`src/adhrs_pkg.sv`:
```
// Constants and types shared by the drive/head and status register block
package adhrs_pkg;

    // ------------------------------------------------------------
    // Task-file addresses behind chip select 0
    // ------------------------------------------------------------
    localparam logic [2:0] ADDR_DRIVE_HEAD = 3'h6;
    localparam logic [2:0] ADDR_STATUS = 3'h7;

    // ------------------------------------------------------------
    // Drive/head register fields
    // ------------------------------------------------------------
    localparam int unsigned DH_LBA = 6;
    localparam int unsigned DH_DRV = 4;
    localparam int unsigned HEAD_W = 4;
    localparam logic [7:0] DH_RESET = 8'ha0;

    // ------------------------------------------------------------
    // Status register fields and fixed answers
    // ------------------------------------------------------------
    localparam int unsigned ST_BUSY = 7;
    localparam int unsigned ST_READY = 6;
    localparam int unsigned ST_FAULT = 5;
    localparam int unsigned ST_SEEK = 4;
    localparam int unsigned ST_DREQ = 3;
    localparam int unsigned ST_ERR = 0;
    localparam logic [7:0] STATUS_UNSEL = 8'h00;
    localparam logic [7:0] STATUS_BUSY_ONLY = 8'h80;
    localparam logic [7:0] READ_IDLE = 8'h00;

    // ------------------------------------------------------------
    // Command classes that need a ready, fault-free drive
    // ------------------------------------------------------------
    localparam logic [3:0] CMD_GRP_READ = 4'h2;
    localparam logic [3:0] CMD_GRP_WRITE = 4'h3;
    localparam logic [3:0] CMD_GRP_VERIFY = 4'h4;
    localparam logic [3:0] CMD_GRP_SEEK = 4'h7;
    localparam logic [3:0] CMD_GRP_MULTI = 4'hc;

    // Width of the synchronised pin bundle: cs, dior, diow, da, dd
    localparam int unsigned PIN_W = 14;

endpackage

```
`src/adhrs_bus_if.sv`:
```
// Carrier for decoded task-file bus events between the block's modules
`timescale 1ns/1ps
`default_nettype none
interface adhrs_bus_if;
    logic rd_active;
    logic rd_start;
    logic [2:0] rd_addr;
    logic wr_pulse;
    logic [2:0] wr_addr;
    logic [7:0] wr_data;
    modport port (
        output rd_active, rd_start, rd_addr, wr_pulse, wr_addr, wr_data
    );
    modport core (
        input rd_active, rd_start, rd_addr, wr_pulse, wr_addr, wr_data
    );
endinterface
`default_nettype wire

```
`src/adhrs_top.sv`:
```
// Drive/head select and status registers of the task file
//
// Notes on behaviour
// Two-drive mode: select bit 4 picks drive
// Single mode select one: unselected, status 00h
// Bit 6 picks CHS or LBA addressing
// Bits 3..0 head, or LBA 27..24
// Head field follows track crossings
// Host should write ones to bits 7, 5
// Status refreshed at completion and on errors
// Busy hides status and blocks other registers
// Status read acknowledges pending interrupt
// Busy set by resets, command; cleared later
// Host leaves registers alone while busy
// Ready needs seek complete; else refuse any command
// Not-ready aborts, sets error, holds ready low
// Ready low until spindle up after power-on
// Fault sets fault, error; held till command
// Seek clears, then sets seek complete; freeze
// Seek complete low until spindle up
// Data request when buffer needs a sector
// Error flags failure, stops multi-sector, cleared
// Reserved status bits 2, 1 read zero
// Start only not busy and ready; clear interrupt
`timescale 1ns/1ps
`default_nettype none
module adhrs_top
    import adhrs_pkg::*;
(
    // Clock and reset
    input wire logic core_clk_i,
    input wire logic arst_n_i,
    // Task-file pins
    input wire logic cs0_n_i,
    input wire logic dior_n_i,
    input wire logic diow_n_i,
    input wire logic [2:0] da_i,
    input wire logic [7:0] dd_i,
    output logic [7:0] dd_o,
    output logic dd_oe_o,
    output logic intrq_o,
    // Reset sources
    input wire logic hardware_reset_line_n_i,
    input wire logic software_reset_bit_i,
    // Configuration
    input wire logic two_drive_cfg_i,
    input wire logic drive_id_i,
    // Drive controller events
    input wire logic spindle_ready_i,
    input wire logic seek_start_i,
    input wire logic seek_done_i,
    input wire logic seek_fail_i,
    input wire logic fault_i,
    input wire logic not_ready_i,
    input wire logic sector_buf_req_i,
    input wire logic cmd_done_i,
    input wire logic cmd_error_i,
    input wire logic track_cross_i,
    input wire logic [HEAD_W-1:0] new_head_i,
    // To the drive controller
    output logic lba_mode_o,
    output logic [HEAD_W-1:0] head_number_field_o,
    output logic drive_select_o,
    output logic selected_o,
    output logic cmd_start_o,
    output logic [7:0] cmd_code_o,
    output logic multi_abort_o
);
    // ------------------------------------------------------------
    // State
    // ------------------------------------------------------------
    typedef struct packed {
        logic hardware_reset_line_s1;
        logic hardware_reset_line_s2;
        logic [7:0] drive_head_select;
        logic sel;
        logic busy_flag;
        logic ready_flag;
        logic fault_flag;
        logic seek_complete_flag;
        logic data_request_flag;
        logic err;
        logic intrq;
        logic active;
        logic spun;
        logic ready_hold;
        logic seek_frz;
        logic abort;
        logic [7:0] dd_out;
        logic dd_oe;
    } adhrs_top_type;

    adhrs_top_type s;
    adhrs_top_type next_s;

    adhrs_bus_if bus ();

    logic cc_start;
    logic cc_refuse;
    logic cc_taken;
    logic [7:0] cc_code;
    logic ready_live;
    logic hardware_reset_line;
    logic stat_rd;
    logic may_drive;
    logic [7:0] status_word;
    logic [7:0] status_read;

    // ------------------------------------------------------------
    // Submodules
    // ------------------------------------------------------------
    adhrs_host_port u_port (
        .core_clk_i(core_clk_i),
        .arst_n_i(arst_n_i),
        .cs0_n_i(cs0_n_i),
        .dior_n_i(dior_n_i),
        .diow_n_i(diow_n_i),
        .da_i(da_i),
        .dd_i(dd_i),
        .bus(bus)
    );

    // Live readiness ignores the hold so the next command can clear it
    assign ready_live = s.spun & s.seek_complete_flag & spindle_ready_i;

    adhrs_cmd_check u_check (
        .core_clk_i(core_clk_i),
        .arst_n_i(arst_n_i),
        .bus(bus),
        .busy_i(s.busy_flag),
        .sel_i(s.sel),
        .ready_live_i(ready_live),
        .fault_live_i(fault_i),
        .start_o(cc_start),
        .refuse_o(cc_refuse),
        .taken_o(cc_taken),
        .code_o(cc_code)
    );

    // ------------------------------------------------------------
    // Next state
    // ------------------------------------------------------------
    always_comb begin
        next_s = s;
        next_s.hardware_reset_line_s1 = hardware_reset_line_n_i;
        next_s.hardware_reset_line_s2 = s.hardware_reset_line_s1;
        next_s.abort = 1'b0;
        hardware_reset_line = ~s.hardware_reset_line_s2;
        stat_rd = bus.rd_start && bus.rd_addr == ADDR_STATUS && s.sel;

        // Status image; bits 2 and 1 stay zero
        status_word = '0;
        status_word[ST_BUSY] = s.busy_flag;
        status_word[ST_READY] = s.ready_flag;
        status_word[ST_FAULT] = s.fault_flag;
        status_word[ST_SEEK] = s.seek_complete_flag;
        status_word[ST_DREQ] = s.data_request_flag;
        status_word[ST_ERR] = s.err;
        if (!s.sel) begin
            status_read = STATUS_UNSEL;
        end else if (s.busy_flag) begin
            status_read = STATUS_BUSY_ONLY;
        end else begin
            status_read = status_word;
        end

        // Drive/head register; reserved bits kept as written
        if (bus.wr_pulse && bus.wr_addr == ADDR_DRIVE_HEAD && !s.busy_flag) begin
            next_s.drive_head_select = bus.wr_data;
        end
        if (track_cross_i) begin
            next_s.drive_head_select[HEAD_W-1:0] = new_head_i;
        end
        if (two_drive_cfg_i) begin
            next_s.sel = next_s.drive_head_select[DH_DRV] == drive_id_i;
        end else begin
            next_s.sel = ~next_s.drive_head_select[DH_DRV];
        end

        // Clears first, so a same-cycle set below wins
        if (stat_rd) begin
            next_s.intrq = 1'b0;
            next_s.seek_frz = 1'b0;
        end
        if (cc_taken) begin
            next_s.intrq = 1'b0;
            next_s.err = 1'b0;
            next_s.fault_flag = 1'b0;
            next_s.ready_hold = 1'b0;
        end
        if (cc_start) begin
            next_s.busy_flag = 1'b1;
            next_s.active = 1'b1;
        end
        if (cc_refuse) begin
            next_s.err = 1'b1;
            next_s.intrq = 1'b1;
        end

        // Spindle up after power-on releases seek complete
        if (!s.spun && spindle_ready_i) begin
            next_s.spun = 1'b1;
            next_s.seek_complete_flag = 1'b1;
        end

        // Seek tracking; a failed seek freezes the bit until read
        if (s.active && !s.seek_frz) begin
            if (seek_start_i) begin
                next_s.seek_complete_flag = 1'b0;
            end
            if (seek_done_i) begin
                next_s.seek_complete_flag = 1'b1;
            end
        end
        if (s.active && seek_fail_i) begin
            next_s.seek_complete_flag = s.seek_complete_flag;
            next_s.seek_frz = 1'b1;
            next_s.err = 1'b1;
            next_s.active = 1'b0;
            next_s.busy_flag = 1'b0;
            next_s.intrq = 1'b1;
        end

        // Error conditions during a command
        if (s.active && cmd_error_i) begin
            next_s.err = 1'b1;
        end
        if (s.active && not_ready_i) begin
            next_s.err = 1'b1;
            next_s.ready_hold = 1'b1;
            next_s.active = 1'b0;
            next_s.busy_flag = 1'b0;
            next_s.intrq = 1'b1;
        end
        if (s.active && fault_i) begin
            next_s.fault_flag = 1'b1;
            next_s.err = 1'b1;
            next_s.active = 1'b0;
            next_s.busy_flag = 1'b0;
            next_s.intrq = 1'b1;
        end

        // Data request clears busy and raises the interrupt
        next_s.data_request_flag = sector_buf_req_i & next_s.active &
                                   ~next_s.err;
        if (next_s.data_request_flag && !s.data_request_flag) begin
            next_s.busy_flag = 1'b0;
            next_s.intrq = 1'b1;
        end

        // Completion ends busy; it also ends a reset sequence
        if (cmd_done_i) begin
            if (s.active || s.busy_flag) begin
                next_s.intrq = 1'b1;
            end
            next_s.busy_flag = 1'b0;
            next_s.active = 1'b0;
            next_s.data_request_flag = 1'b0;
        end

        // Resets hold busy for as long as they are asserted
        if (hardware_reset_line || software_reset_bit_i) begin
            next_s.busy_flag = 1'b1;
            next_s.active = 1'b0;
            next_s.data_request_flag = 1'b0;
            next_s.intrq = 1'b0;
        end

        // Rising error stops any multi-sector run
        next_s.abort = next_s.err & ~s.err;

        // Ready needs seek complete and no pending not-ready hold
        next_s.ready_flag = next_s.spun & next_s.seek_complete_flag &
                            spindle_ready_i & ~next_s.ready_hold;

        // Read data is registered: one cycle after the synced strobe
        may_drive = s.sel || !two_drive_cfg_i;
        next_s.dd_oe = 1'b0;
        next_s.dd_out = READ_IDLE;
        if (bus.rd_active && may_drive) begin
            if (bus.rd_addr == ADDR_STATUS) begin
                next_s.dd_oe = 1'b1;
                next_s.dd_out = status_read;
            end else if (bus.rd_addr == ADDR_DRIVE_HEAD) begin
                next_s.dd_oe = 1'b1;
                // Avoids leaking status through another register
                next_s.dd_out = s.busy_flag ? READ_IDLE : s.drive_head_select;
            end
        end
    end

    // ------------------------------------------------------------
    // Registers
    // ------------------------------------------------------------
    always_ff @(posedge core_clk_i or negedge arst_n_i) begin
        if (!arst_n_i) begin
            s <= '{hardware_reset_line_s1: 1'b1, hardware_reset_line_s2: 1'b1,
                   drive_head_select: DH_RESET, sel: 1'b1,
                   busy_flag: 1'b1, default: '0};
        end else begin
            s <= next_s;
        end
    end

    // ------------------------------------------------------------
    // Outputs
    // ------------------------------------------------------------
    assign dd_o = s.dd_out;
    assign dd_oe_o = s.dd_oe;
    assign intrq_o = s.intrq;
    assign lba_mode_o = s.drive_head_select[DH_LBA];
    assign head_number_field_o = s.drive_head_select[HEAD_W-1:0];
    assign drive_select_o = s.drive_head_select[DH_DRV];
    assign selected_o = s.sel;
    assign cmd_start_o = cc_start;
    assign cmd_code_o = cc_code;
    assign multi_abort_o = s.abort;
endmodule
`default_nettype wire

```
`src/adhrs_host_port.sv`:
```
// Pin synchroniser and strobe decoder for the parallel task-file bus
`timescale 1ns/1ps
`default_nettype none
module adhrs_host_port
    import adhrs_pkg::*;
(
    // Clock and reset
    input wire logic core_clk_i,
    input wire logic arst_n_i,
    // Task-file pins
    input wire logic cs0_n_i,
    input wire logic dior_n_i,
    input wire logic diow_n_i,
    input wire logic [2:0] da_i,
    input wire logic [7:0] dd_i,
    // Decoded events
    adhrs_bus_if.port bus
);
    typedef struct packed {
        logic [PIN_W-1:0] s1;
        logic [PIN_W-1:0] s2;
        logic rd_prev;
        logic wr_prev;
        logic [2:0] wr_addr;
        logic [7:0] wr_data;
    } adhrs_hp_type;

    adhrs_hp_type s;
    adhrs_hp_type next_s;
    logic rd_now;
    logic wr_now;

    // ------------------------------------------------------------
    // Strobe decode on the second stage only
    // ------------------------------------------------------------
    always_comb begin
        next_s = s;
        next_s.s1 = {cs0_n_i, dior_n_i, diow_n_i, da_i, dd_i};
        next_s.s2 = s.s1;
        rd_now = ~s.s2[13] & ~s.s2[12];
        wr_now = ~s.s2[13] & ~s.s2[11];
        next_s.rd_prev = rd_now;
        next_s.wr_prev = wr_now;
        // Data is taken while the strobe is low, so release skew is harmless
        if (wr_now) begin
            next_s.wr_addr = s.s2[10:8];
            next_s.wr_data = s.s2[7:0];
        end
        bus.rd_active = rd_now;
        bus.rd_start = rd_now & ~s.rd_prev;
        bus.rd_addr = s.s2[10:8];
        bus.wr_pulse = s.wr_prev & ~wr_now;
        bus.wr_addr = s.wr_addr;
        bus.wr_data = s.wr_data;
    end

    always_ff @(posedge core_clk_i or negedge arst_n_i) begin
        if (!arst_n_i) begin
            s <= '{s1: '1, s2: '1, default: '0};
        end else begin
            s <= next_s;
        end
    end
endmodule
`default_nettype wire

```
`src/adhrs_cmd_check.sv`:
```
// Command acceptance: takes or refuses a command register write
`timescale 1ns/1ps
`default_nettype none
module adhrs_cmd_check
    import adhrs_pkg::*;
(
    // Clock and reset
    input wire logic core_clk_i,
    input wire logic arst_n_i,
    // Bus events
    adhrs_bus_if.core bus,
    // Drive state
    input wire logic busy_i,
    input wire logic sel_i,
    input wire logic ready_live_i,
    input wire logic fault_live_i,
    // Results
    output logic start_o,
    output logic refuse_o,
    output logic taken_o,
    output logic [7:0] code_o
);
    typedef struct packed {
        logic start;
        logic refuse;
        logic taken;
        logic [7:0] code;
    } adhrs_cc_type;

    adhrs_cc_type s;
    adhrs_cc_type next_s;
    logic media;
    logic [3:0] grp;

    always_comb begin
        next_s = s;
        next_s.start = 1'b0;
        next_s.refuse = 1'b0;
        next_s.taken = 1'b0;
        grp = bus.wr_data[7:4];
        media = (grp == CMD_GRP_READ) || (grp == CMD_GRP_WRITE) ||
                (grp == CMD_GRP_VERIFY) || (grp == CMD_GRP_SEEK) ||
                (grp == CMD_GRP_MULTI);
        // Writes while busy are dropped without trace
        if (bus.wr_pulse && bus.wr_addr == ADDR_STATUS && !busy_i && sel_i) begin
            next_s.taken = 1'b1;
            next_s.code = bus.wr_data;
            // Needs ready; fault blocks media commands only
            if (!ready_live_i || (media && fault_live_i)) begin
                next_s.refuse = 1'b1;
            end else begin
                next_s.start = 1'b1;
            end
        end
    end

    always_ff @(posedge core_clk_i or negedge arst_n_i) begin
        if (!arst_n_i) begin
            s <= '0;
        end else begin
            s <= next_s;
        end
    end

    assign start_o = s.start;
    assign refuse_o = s.refuse;
    assign taken_o = s.taken;
    assign code_o = s.code;
endmodule
`default_nettype wire

```
`config.mk`:
```
export PLATFORM = sky130hd
export DESIGN_NAME = adhrs_top
export DESIGN_NICKNAME = d
export VERILOG_FILES = /design/src/adhrs_pkg.sv /design/src/adhrs_bus_if.sv /design/src/adhrs_top.sv /design/src/adhrs_host_port.sv /design/src/adhrs_cmd_check.sv
export SDC_FILE = /design/constraint.sdc
export NUM_CORES = 1
export LEC_CHECK = 0
export ABC_AREA = 1
export ABC_CLOCK_PERIOD_IN_PS = 1900
export BUFFER_PORTS_ARGS = -buffer_cell sky130_fd_sc_hd__buf_2
export CORE_MARGIN = 3
export CORE_UTILIZATION = 40
export DETAILED_ROUTE_END_ITERATION = 7
export PLACE_DENSITY = 0.6
export SYNTH_ARGS = -nofsm -noshare
export SYNTH_HDL_FRONTEND = slang
export SYNTH_HIERARCHICAL = 1
export SYNTH_SLANG_ARGS = --single-unit
```
`constraint.sdc`:
```
create_clock -name core_clk_i -period 1.9 [get_ports core_clk_i]
set_input_delay 0.095 -clock core_clk_i [delete_from_list [all_inputs] [get_ports core_clk_i]]
set_output_delay 0.095 -clock core_clk_i [all_outputs]
set_load 0.02 [all_outputs]
```
# Word level (Yosys, flattened, before mapping)
# Index checks and enable logic that the tools add are counted.
[word_totals]
input_bits = 34
ff_bits = 84
[op_classes]
bitwise_logic = 22
muxes = 45
n_reduce_logical = 34
eq_ne = 10
[ops]
columns = ["operator", "count"]
rows = [
  ["1-bit two-way mux", 29],
  ["9-bit two-way mux", 3],
  ["8-bit two-way mux", 3],
  ["1-bit logical AND", 16],
  ["1-bit bitwise AND", 12],
  ["3-bit == test, second input constant", 4],
  ["11-bit two-way mux", 1],
  ["1-bit NOT", 10],
  ["3-bit two-way mux", 3],
  ["4-bit by 2-bit == test with 1-bit output, second input constant", 2],
  ["4-bit by 3-bit == test with 1-bit output, second input constant", 2],
  ["1-bit logical OR", 8],
  ["2-bit two-way mux", 4],
  ["7-bit nonzero test", 1],
  ["1-bit zero test", 6],
  ["2-bit nonzero test", 3],
  ["5-bit two-way mux", 1],
  ["4-bit == test, second input constant", 1],
  ["4-bit two-way mux", 1],
  ["1-bit == test", 1],
]

# Depth between registers and ports, before layout
# Gate-level depths: netlist (run 1).
[logic_depth]
ltp_word = 19
mapped_depth = 9

# Hierarchy
# Netlist (run 1), hierarchy kept.
[by_module_without_submodules]
columns = ["module", "area_per_inst_um2", "cells_per_inst", "seq_area_each_um2", "instances"]
rows = [
  ["adhrs_top", 1570.3, 179, 808.3, 1],
  ["adhrs_host_port", 1346.3, 96, 1061.0, 1],
  ["adhrs_cmd_check", 457.9, 51, 275.3, 1],
]

# Worst setup path after synthesis (run 1)
# No wires, ideal clock.
[synth_timing]
path_kind = "reg-to-reg"
startpoint = "register u_port/s[26] (netlist name)"
endpoint = "register s (netlist bit head_number_field_o[1])"
t_required_ps = 1776
path_stages_with_launch = 10
setup_time_ps = 124
path_buffers = 2
arrival_ps = 1349
period_less_slack_ps = 1473
setup_slack_ps = 427
path_cell_list = "dfstp_2 > nor2_2 > buf_6 > nor2_1 > nand3_2 > nor2_4 > buf_6 > nor2_4 > nand2_1 > nand3_1"
[synth_lines]
columns = ["element", "line", "rtl"]
rows = [
  ["start: declaration", "adhrs_host_port.sv:28", "adhrs_hp_type s;"],
  ["start signal: assignment", "adhrs_host_port.sv:61", "s <= next_s;"],
  ["end signal: assignment", "adhrs_top.sv:297", "s <= '{hardware_reset_line_s1: 1'b1, hardware_reset_line_s2: 1'b1,"],
  ["end signal: assignment", "adhrs_top.sv:301", "s <= next_s;"],
  ["end: declaration", "adhrs_top.sv:93", "adhrs_top_type s;"],
]

==> key figures, run 1 <==
Clocking
  • CTS resizes: 0
  • CTS tree: built
  • Clk_lat worst skew: 350 ps
  • Root buffer cell: clkbuf_8
  • Total CTS buffers: 9
  • Max clock buf depth: 2
  • Hold buffers post-CTS: 26
  • Clock transition at the registers of the reported paths: 80 ps
  • CTS H-Tree Depth: 3
  • Post-CTS Repair Setup Buffers: 0
  • Clock Sinks: 84

Worst hold path
  • Hold path depth: 4
  • Hold Crit Class: input port to flip-flop
  • Worst Hold Endpoint: selected_o
  • Hold_sp: drive_id_i

Setup path
  • CP max stage delay: 650 ps
  • Worst path top cell family by delay: simple AND/OR/NAND/NOR gates
  • Worst setup path startpoint: u_port/s[26]
  • Reg2Reg Capture Point: selected_o
  • CP startpoint kind: flip-flop
  • Worst reg2reg startpoint: u_port/s[26]
  • Critical-path top delay cell: dfstp_2
  • Most common cell on crit path: nand2_1
  • Crit path cell chain: nor2_2 > nor2_1 > nand3_2 > nor2_4 > nand2_2 > o21ai_1 > nand2_1 > nand2_1
  • R2r worst-path depth: 8
  • Buf/Inv on CP: 0
  • CP arrival: 1980 ps
  • CP Data Required Time: 2200 ps
  • Setup CP Type: flip-flop to flip-flop
  • R2r setup slk: 220 ps
  • Crit Path Max Fanout: 14
  • CP endpoint kind: flip-flop

GRT
  • Initial antenna violation count: 0
  • Largest net degree at the start of global routing: 46
  • Gr usage total: 13.6%
  • First-pass GRT wire length: 10.2 mm
  • Vias in the first global route: ~2100
  • Grt total ovfl: 0

Power
  • Sw frac: 23.6%
  • Leak Pwr: 2.03 nW
  • Worst vdd ir: 0.000581 V
  • Sequential fraction of design power: a little under three fifths
  • Combinational power share: 8.7%
  • Clock share of power: roughly a third
  • Power per cell area: 865 nW/um^2
  • Design internal power: ~2.7 mW
  • NetSw: 827 uW

Logic synthesis
  • Synthesized Nets: 360
  • Post-synth top cells: 100 x nand2_1, 50 x dfrtp_1, 34 x dfstp_2
  • Synth top area share: 37.1%
  • Synth unique cells: 26
  • Top FF cell, synth: dfrtp_1
  • Avg Inst Size Synth: just over 10 sq um
  • Dominant cell type by area after synthesis: dfrtp_1
  • Yosys warnings: 6
  • Synthesis-stage register bit count: 84
  • Synthesized instance count: 326
  • Sequential share of the synthesized area: 63.6%
  • Most frequent cell after synthesis: nand2_1
  • EDFF count, synth: 0
  • Post-synth ARST share: 100%
  • Synthesized area: 3370 sq um
  • Top post-synthesis cells by area: dfrtp_1 37%, dfstp_2 26%, nand2_1 11%

Place
  • Hpwl dp: 4.34 mm
  • Final GP Congestion: 0.740
  • Port buffer count: 60
  • Dpl cells: ~460

Route
  • DRC viols: 0
  • Via density: 4.33
  • Initial DRC count: 89
  • Routed wire length: 6.06 mm
  • Drt first pass iters: 4
  • WL/cell: 12.1 um
  • Vias post-DR: approximately 2200
  • Routed Antenna Nets: 0

Finish
  • Final non-filler cell total: 501
  • Fill cells: 724
  • Final net count: 428
  • Sequential cell area: 2140 sq um
  • Antenna cell count: 0
  • Multi-input combinational cell area: a little under 900 sq um
  • Area grow syn2layout: 19.8%
  • Layout cells sized above 1: 34.8%

Timing
  • Least-Margin Pin Slew: 410 ps
  • Final Setup Violations: 0
  • Clock Skews: 9.64 ps
  • Max-slew headroom: 72.7%
  • Fin. Hold Viols: 0
  • Fin Hold WS: between 20 and 25 ps
  • Maximum clock rate: 594 MHz
  • RSZ-0062 raised after global routing: no
  • Tmin final: 1680 ps
  • Tcrit/Tclk final: 88.5%
  • Final max-slew violation count: 0
  • Final TNS setup: 0 ps

Die
  • Die extent in x: slightly below 100 um
  • Starting Density: between 40% and 50%
  • Rows: 32
  • Top Ports: between 60 and 70
  • Die height: 97.9 um
  • Die Area: 9570 sq um
  • Core Region: 7970 sq um

Run
  • Number of max-cap violations: 0

Status
  • Run status: finished clean
==> area by class of cell <==
| cell class | instances | area share, % |
|---|---|---|
| clock buffers | 15 | 4.64 |
| clock inverters | 1 | 0.124 |
| inverters | 26 | 2.41 |
| multi-input cells | 184 | 21.8 |
| flip-flops and latches | 84 | 53.0 |
| well taps | 102 | 3.16 |
| repair buffers | 89 | 14.8 |
==> routing by layer <==
layer / vias up / global-route usage [%] / part of all wire [%]
li1: 1125 / - / -
met2: 47 / 20.9 / 47
met4: 0 / 5.01 / 1.4
met1: 992 / 17.7 / 46
met5: - / 0 / 0
met3: 6 / 5.07 / 5.4
==> worst register-to-register path, delay by kind of cell, from the launching register on <==
family	cells	cell delay, ps
DFF	1	650
AOI/OAI and AO/OA	1	120
and+or+nand+nor	7	870
==> registers in the layout, summed over array words and instances (netlist names), 3 cells and up <==
name and cells:
u_port/next_s 14, s 13, u_port/s 13, dd_o 8
u_check/code_o 8, u_port/bus.wr_data 8, head_number_field_o 4, u_port/bus.rd_addr 3
u_port/bus.wr_addr 3
==> stage by stage <==
stage	util, %	power (mW)	instance area (sq um)	setup WS, ps
floorplan	-	2.20	3370	427
global placement	45.1	2.28	3590	306
detailed placement	45.1	2.29	3590	218
CTS	50.8	3.56	4040	213
global route	50.8	3.68	4040	56.3
finish	50.8	3.50	4040	218
==> cell usage in the layout (no fill, tap or decap), drive strengths merged <==
master / netlist / final
nand3: 17 / 17
a21oi: 10 / 10
dfstp: 34 / 34
o211ai: 1 / 1
nor2: 27 / 27
nor4: 1 / 1
inv: 26 / 26
dlygate4sd3: 0 / 26
clkinv: 0 / 1
nand2: 106 / 106
nor3: 3 / 3
clkbuf: 1 / 15
dfrtp: 50 / 50
o21ai: 19 / 19
buf: 31 / 63
==> power by group through the flow <==
stage | Clock (mW) | Sequential [mW] | Combinational [mW]
global route | 1.33 | 2.00 | 0.343
detailed placement | 0 | 2.02 | 0.266
CTS | 1.26 | 1.99 | 0.307
floorplan | 0 | 2.00 | 0.199
global placement | 0 | 2.02 | 0.262
finish | 1.21 | 1.99 | 0.303
==> cells by family after synthesis <==
family                 count (synthesis)  synth area share [%]
AOI/OAI and AO/OA                     30                  5.01
DFF                                   84                  63.6
buffers and inverters                 58                  10.3
and+or+nand+nor                      154                  21.2
==> worst max-delay path by stage <==
| stage | to | cells after the start |
|---|---|---|
| final | selected_o | 8 |
| after global placement | selected_o | 8 |
| after global routing | selected_o | 8 |
| after floorplan | head_number_field_o[1] | 9 |
| after CTS | selected_o | 8 |
| after detailed placement | selected_o | 8 |
(Power assumes the default switching activity.)
==> run 2, diff against run 1 <==
--- a/config.mk
+++ b/config.mk
@@ -5,13 +5,12 @@
 export SDC_FILE = /design/constraint.sdc
 export NUM_CORES = 1
 export LEC_CHECK = 0
-export ABC_AREA = 1
 export ABC_CLOCK_PERIOD_IN_PS = 1900
 export BUFFER_PORTS_ARGS = -buffer_cell sky130_fd_sc_hd__buf_2
 export CORE_MARGIN = 3
-export CORE_UTILIZATION = 40
+export CORE_UTILIZATION = 54
 export DETAILED_ROUTE_END_ITERATION = 7
-export PLACE_DENSITY = 0.6
+export PLACE_DENSITY = 0.78
 export SYNTH_ARGS = -nofsm -noshare
 export SYNTH_HDL_FRONTEND = slang
 export SYNTH_HIERARCHICAL = 1
==> key figures, run 2 <==
Die
  • Core Region: 5640 sq um (-29%)
  • Die Area: 6960 sq um (-27%)
  • Die extent in x: 83.4 um (-15%)
  • Starting Density: 57.4% (+15 points)
  • Top Ports: 61 (unchanged)
  • Die height: 83.4 um (-15%)
  • Rows: 27 (-16%)

Timing
  • PnR worst setup slack: 122 ps (-95.6 ps)
  • Maximum clock rate: 562 MHz (-5.4%)
  • Least-Margin Pin Slew: 475 ps (+65.2 ps)
  • Tmin final: 1780 ps (+95.6 ps)
  • Clock Skews: 11.3 ps (+1.61 ps)
  • Max-slew headroom: 68.3% (-4.3 points)
  • Final TNS setup: 0 ps (unchanged)
  • Final Setup Violations: 0 (unchanged)
  • Final max-slew violation count: 0 (unchanged)
  • Fin. Hold Viols: 0 (unchanged)
  • Fin Hold WS: 18.3 ps (-4.04 ps)
  • Tcrit/Tclk final: 93.6% (+5.0 points)

GRT
  • Grt total ovfl: 0 (unchanged)
  • First-pass GRT wire length: 10.5 mm (+2.6%)
  • Vias in the first global route: 2137 (-0.094%)
  • Initial antenna violation count: 0 (unchanged)
  • Gr usage total: 19.5% (+5.9 points)
  • Largest net degree at the start of global routing: 40 (-13%)

Power
  • NetSw: 850 uW (+2.7%)
  • Worst vdd ir: 0.000542 V (-6.7%)
  • Combinational power share: 10.1% (+1.4 points)
  • Clock share of power: 34.4% (-0.2 points)
  • Power per cell area: 929 nW/um^2 (+7.4%)
  • Leak Pwr: 1.89 nW (-7.0%)
  • Design internal power: 2.82 mW (+5.4%)
  • Sw frac: 23.2% (-0.46 points)
  • Sequential fraction of design power: 55.6% (-1.2 points)

Clocking
  • Clk_lat worst skew: 350 ps (about the same)
  • Total CTS buffers: 9 (unchanged)
  • Post-CTS Repair Setup Buffers: 0 (unchanged)
  • Clock transition at the registers of the reported paths: 80 ps (about the same)
  • Max clock buf depth: 2 (unchanged)
  • Clock Sinks: 84 (unchanged)
  • Root buffer cell: clkbuf_8
  • CTS tree: built
  • CTS H-Tree Depth: 3 (unchanged)

Setup path
  • CP endpoint kind: flip-flop
  • Worst setup path startpoint: s[13]
  • CP Data Required Time: 2180 ps (-20 ps)
  • Reg2Reg Capture Point: s[20]
  • Critical path endpoint: s[20]
  • CP arrival: 2060 ps (+80 ps)
  • R2r worst-path depth: 5 (-3)
  • Setup CP Type: flip-flop to flip-flop
  • CP startpoint kind: flip-flop
  • Worst reg2reg startpoint: s[13]
  • Crit Path Max Fanout: 10 (-4)
  • R2r setup slk: 120 ps (-100 ps)

Finish
  • Final Cell Area: 3940 sq um (-2.5%)
  • Final net count: 336 (-21%)
  • Final core occ: 69.9% (+19 points)
  • Area grow syn2layout: 21.8%
  • Largest register FFs: 14 (unchanged)
  • Commonest cells after routing, fill and taps aside: 59 x buf_2, 49 x dfrtp_1, 34 x dfstp_2, 27 x dlygate4sd3_1, 16 x mux2_4
  • Antenna cell count: 0 (unchanged)
  • Fill cells: 392 (-46%)
  • Layout cells sized above 1: 47.6% (+13 points)
  • Commonest non-fill, non-tap cell in the layout: buf_2

Logic synthesis
  • Post-synth ARST share: 100% (unchanged)
  • Synthesized instance count: 227 (-30%)
  • Synthesized Nets: 261 (-28%)
  • Synth unique cells: 39 (+50%)
  • Most frequent cell after synthesis: dfrtp_1
  • Synthesis-stage register bit count: 84 (unchanged)
  • Yosys warnings: 6 (unchanged)
  • Synthesized area: 3240 sq um (-4.0%)
  • Synth top area share: 38.6% (+1.6 points)
  • Top post-synthesis cells by area: dfrtp_1 39%, dfstp_2 28%, mux2_4 7.4%
  • Sequential share of the synthesized area: 66.2% (+2.7 points)
  • Top FF cell, synth: dfrtp_1
  • EDFF count, synth: 0 (unchanged)
  • Avg Inst Size Synth: 14.3 sq um (+38%)
  • Dominant cell type by area after synthesis: dfrtp_1
  • Post-synth top cells: 50 x dfrtp_1, 34 x dfstp_2, 26 x buf_4

Place
  • Pre-CTS setup slack: 229 ps (+11.0 ps)
  • Final GP Congestion: 0.811 (+9.6%)
  • Hpwl dp: 4.13 mm (-4.9%)
  • DP Area: 3460 sq um (-3.6%)
  • Port buffer count: 60 (unchanged)

Route
  • Drt first pass iters: 4 (unchanged)
  • WL/cell: 16.5 um (+37%)
  • DRC viols: 0 (unchanged)
  • Routed wire length: 6.27 mm (+3.6%)
  • Via density: 5.21 (+20%)
  • Vias post-DR: 1974 (-9.0%)
  • Routed Antenna Nets: 0 (unchanged)
  • Initial DRC count: 97 (+9.0%)

Worst hold path
  • Hold Crit Class: input port to flip-flop

Run
  • Number of max-cap violations: 0 (unchanged)

Status
  • Run status: finished clean
-- run 2: changes by cell type after synthesis, moves of 5 or more --
cell | previous run | this run
inv_2 | 5 | 0
mux2_2 | 0 | 7
a22oi_1 | 0 | 5
nor2_1 | 17 | 12
nand3_1 | 14 | 0
inv_1 | 21 | 6
nand2_1 | 100 | 14
mux2_4 | 0 | 16
and3_1 | 0 | 5
a21oi_1 | 9 | 1
-- run 2: area by class of cell --
| type | count | area, sq um | share of cell area [%] |
|---|---|---|---|
| Tap cell | 72 | 90.1 | 2.28 |
| Sequential cell | 84 | 2150 | 54.4 |
| Timing Repair Buffer | 94 | 638 | 16.2 |
| Inverter | 6 | 22.5 | 0.571 |
| Multi-Input combinational cell | 107 | 850 | 21.5 |
| Clock buffer | 14 | 163 | 4.12 |
| Clock inverter | 2 | 35.0 | 0.888 |
-- run 2: power groups by stage --
stage | logic [mW] | registers, mW | clock network [mW]
6_report | 0.369 | 2.04 | 1.26
3_3_place_gp | 0.311 | 2.06 | 0
4_1_cts | 0.368 | 2.04 | 1.29
3_5_place_dp | 0.323 | 2.07 | 0
5_1_grt | 0.398 | 2.06 | 1.37
2_1_floorplan | 0.235 | 2.05 | 0
-- run 2: worst min-delay path by stage --
stage                                 end                  from  cells past startpoint  slack (ps)
CTS                               intrq_o  software_reset_bit_i                      3           6
finish                            intrq_o  software_reset_bit_i                      3          20
floorplan                         dd_o[0]              arst_n_i                      0        -200
global placement    u_port/bus.wr_addr[0]              arst_n_i                      1          80
detailed placement      u_check/code_o[1]              arst_n_i                      1          90
global route                      intrq_o  software_reset_bit_i                      3          20
-- run 2: repair_timing --
action / in CTS / in global routing
endpoints found under the setup margin: 0 / 1
hold buffers: 27 / 0
endpoints found under the hold margin: 58 / 0
gates resized for setup: 0 / 4
-- run 2: cell families after synthesis --
family	count (synthesis)	synth area share (%)
xor gates and xnor gates	1	0.271
muxes	27	11.1
buffers and inverters	36	7.92
and+or+nand+nor	51	8.62
AOI/OAI and AO/OA	28	5.87
DFF	84	66.2
-- run 2: routing by layer --
metal	vias up	track usage [%]	share of wire, %
li1	902	-	-
met1	990	24.3	42
met2	69	31.3	50
met3	13	5.85	6.2
met4	0	9.21	2.6
met5	-	0	0
-- run 2: per-stage QoR --
step                      cells  power (mW)
after floorplan             227        2.29
after global placement      336        2.37
after detailed placement    336        2.39
after CTS                   379        3.69
after global routing        379        3.82
final                       379        3.66
-- run 2: worst max-delay path: stages (launching register included) --
cell	delay, ps
dfrtp_2	480
nand2_2	120
o2111ai_1	150
o31ai_2	290
o31ai_1	100
dlygate4sd3_1	570
==> run 3, diff against run 2 <==
==> constraint.sdc (replaced) <==
create_clock -name core_clk_i -period 1.9 [get_ports core_clk_i]
set_input_delay 0.19 -clock core_clk_i [delete_from_list [all_inputs] [get_ports core_clk_i]]
set_output_delay 0.19 -clock core_clk_i [all_outputs]
set_load 0.02 [all_outputs]
==> key figures, run 3 (same netlist as run 2, synthesis figures left out) <==
Clocking
  • Max clock buf depth: 2 (unchanged)
  • Clock transition at the registers of the reported paths: 80 ps (about the same)
  • Hold buffers post-CTS: 16 (-41%)
  • CTS tree: built
  • Root buffer cell: clkbuf_8
  • Clock Sinks: 84 (unchanged)
  • Post-CTS Repair Setup Buffers: 0 (unchanged)
  • Clk_lat worst skew: 350 ps (about the same)
  • CTS resizes: 0 (unchanged)
  • Total CTS buffers: 9 (unchanged)
  • CTS H-Tree Depth: 3 (unchanged)

Setup path
  • CP endpoint kind: flip-flop
  • Crit Path Max Fanout: 11 (+1)
  • Setup CP Type: flip-flop to flip-flop
  • Worst setup path startpoint: u_port/s[26]
  • Worst reg2reg startpoint: u_port/s[26]
  • CP startpoint kind: flip-flop
  • R2r setup slk: 190 ps (+60 ps)
  • CP Data Required Time: 2130 ps (-50 ps)
  • CP arrival: 1950 ps (-110 ps)

Timing
  • Least-Margin Pin Slew: 422 ps (-52.8 ps)
  • Clock Skews: 11.0 ps (-0.231 ps)
  • Max-slew headroom: 71.7% (+3.4 points)
  • Final Setup Violations: 0 (unchanged)
  • Maximum clock rate: 584 MHz (+3.7%)
  • Tmin final: 1710 ps (-64.1 ps)
  • Final TNS setup: 0 ps (unchanged)
  • Final max-slew violation count: 0 (unchanged)
  • Fin. Hold Viols: 0 (unchanged)
  • Tcrit/Tclk final: 90.2% (-3.4 points)
  • Fin Hold WS: 29.6 ps (+11.2 ps)
  • PnR worst setup slack: 186 ps (+64.1 ps)
  • RSZ-0062 raised after global routing: no

Route
  • DR top layer: met4
  • Drt first pass iters: 5 (+1)
  • Met3 WL: 323 um (-16%)
  • DR WL met2: 2.84 mm (-8.8%)
  • M1 WL: 2.51 mm (-3.8%)
  • Via density: 5.11 (-1.9%)
  • Initial DRC count: 76 (-22%)
  • Routed wire length: 5.83 mm (-7.0%)
  • Vias post-DR: 1871 (-5.2%)
  • WL/cell: 15.9 um (-3.7%)
  • DRC viols: 0 (unchanged)
  • Routed Antenna Nets: 0 (unchanged)

Finish
  • Antenna cell count: 0 (unchanged)
  • Layout cells sized above 1: 48.6% (+1.1 points)
  • Final net count: 323 (-3.9%)
  • Commonest cells after routing, fill and taps aside: 59 x buf_2, 50 x dfrtp_1, 34 x dfstp_2, 16 x mux2_4, 16 x dlygate4sd3_1
  • Final non-filler cell total: 366 (-3.4%)
  • Fill cells: 399 (+1.8%)
  • Final Cell Area: 3850 sq um (-2.3%)
  • Commonest non-fill, non-tap cell in the layout: buf_2
  • Largest register FFs: 14 (unchanged)
  • Area grow syn2layout: 19.0%

Die
  • Die height: 83.4 um (unchanged)
  • Die Area: 6960 sq um (unchanged)
  • Die extent in x: 83.4 um (unchanged)
  • Core Region: 5640 sq um (unchanged)
  • Starting Density: 57.4% (unchanged)
  • Top Ports: 61 (unchanged)
  • Rows: 27 (unchanged)

Status
  • Run status: finished clean

Power
  • Leak Pwr: 1.86 nW (-1.4%)
  • Sequential fraction of design power: 53.2% (-2.4 points)
  • NetSw: 862 uW (+1.4%)
  • Design internal power: 2.96 mW (+5.3%)
  • Clock share of power: 37.8% (+3.4 points)
  • Worst vdd ir: 0.000588 V (+8.4%)
  • Power per cell area: 992 nW/um^2 (+6.8%)
  • Sw frac: 22.5% (-0.67 points)
  • Combinational power share: 9.1% (-1.0 points)

GRT
  • Largest net degree at the start of global routing: 56 (+40%)
  • Gr usage total: 18.3% (-1.2 points)
  • First-pass GRT wire length: 9.92 mm (-5.3%)
  • Grt total ovfl: 0 (unchanged)
  • Vias in the first global route: 2107 (-1.4%)
  • Initial antenna violation count: 0 (unchanged)

Place
  • Hpwl dp: 3.98 mm (-3.7%)
  • Port buffer count: 60 (unchanged)
  • Pre-CTS setup slack: 200 ps (-29.1 ps)
  • Dpl cells: 334 (-0.60%)
  • DP Area: 3460 sq um (about the same)
  • Final GP Congestion: 0.805 (-0.68%)

Worst hold path
  • Hold_sp: cmd_done_i
  • Hold Crit Class: input port to flip-flop

Run
  • Number of max-cap violations: 0 (unchanged)
[run 3: cell types whose count changed in the layout (fill, tap and decap cells not counted), moves of 2 or more]
cell,delta
clkbuf_1,-3
o31ai_1,+2
o31ai_2,-2
dlygate4sd3_1,-11
buf_4,-3
[run 3: routing by layer]
metal  vias to the layer above  track usage [%]
met5                         -                0
met2                        60             30.1
met3                        16             4.27
li1                        876                -
met4                         0             9.21
met1                       919             22.7
[run 3: area by class of cell]
| cell class | instances | area, sq um | area share [%] |
|---|---|---|---|
| Clock buffer | 12 | 165 | 4.28 |
| Inverter | 6 | 22.5 | 0.584 |
| Timing Repair Buffer | 81 | 526 | 13.6 |
| Multi-Input combinational cell | 107 | 837 | 21.7 |
| Sequential cell | 84 | 2140 | 55.6 |
| Tap cell | 72 | 90.1 | 2.34 |
| Clock inverter | 4 | 70.1 | 1.82 |
[run 3: power by group through the flow]
| stage | clock (mW) | combinational (mW) | sequential (mW) |
|---|---|---|---|
| CTS | 1.47 | 0.351 | 2.04 |
| floorplan | 0 | 0.235 | 2.05 |
| detailed placement | 0 | 0.323 | 2.07 |
| global route | 1.55 | 0.379 | 2.05 |
| global placement | 0 | 0.310 | 2.06 |
| finish | 1.44 | 0.346 | 2.03 |
[run 3: metrics by stage]
stage               utilization, %  total power, mW
global placement              61.3             2.37
global route                  68.3             3.98
CTS                           68.3             3.86
floorplan                        -             2.29
finish                        68.3             3.83
detailed placement            61.3             2.39
[run 3: final timing paths]
check | endpoint | depth (start not counted)
max reg2reg | u_check/code_o[2] | 6
max in group asynchronous | s[27] | 3
min reg2reg | u_port/s[24] | 0
min in group asynchronous | u_port/bus.wr_data[7] | 2
max | u_check/code_o[2] | 6
min | s[20] | 2
[run 3: critical path: stages, from the launching register on]
cell	delay, ps
dfstp_2	580
nor2_4	50
and2b_2	200
nand4b_1	110
nor2_2	150
buf_12	160
mux2_2	340
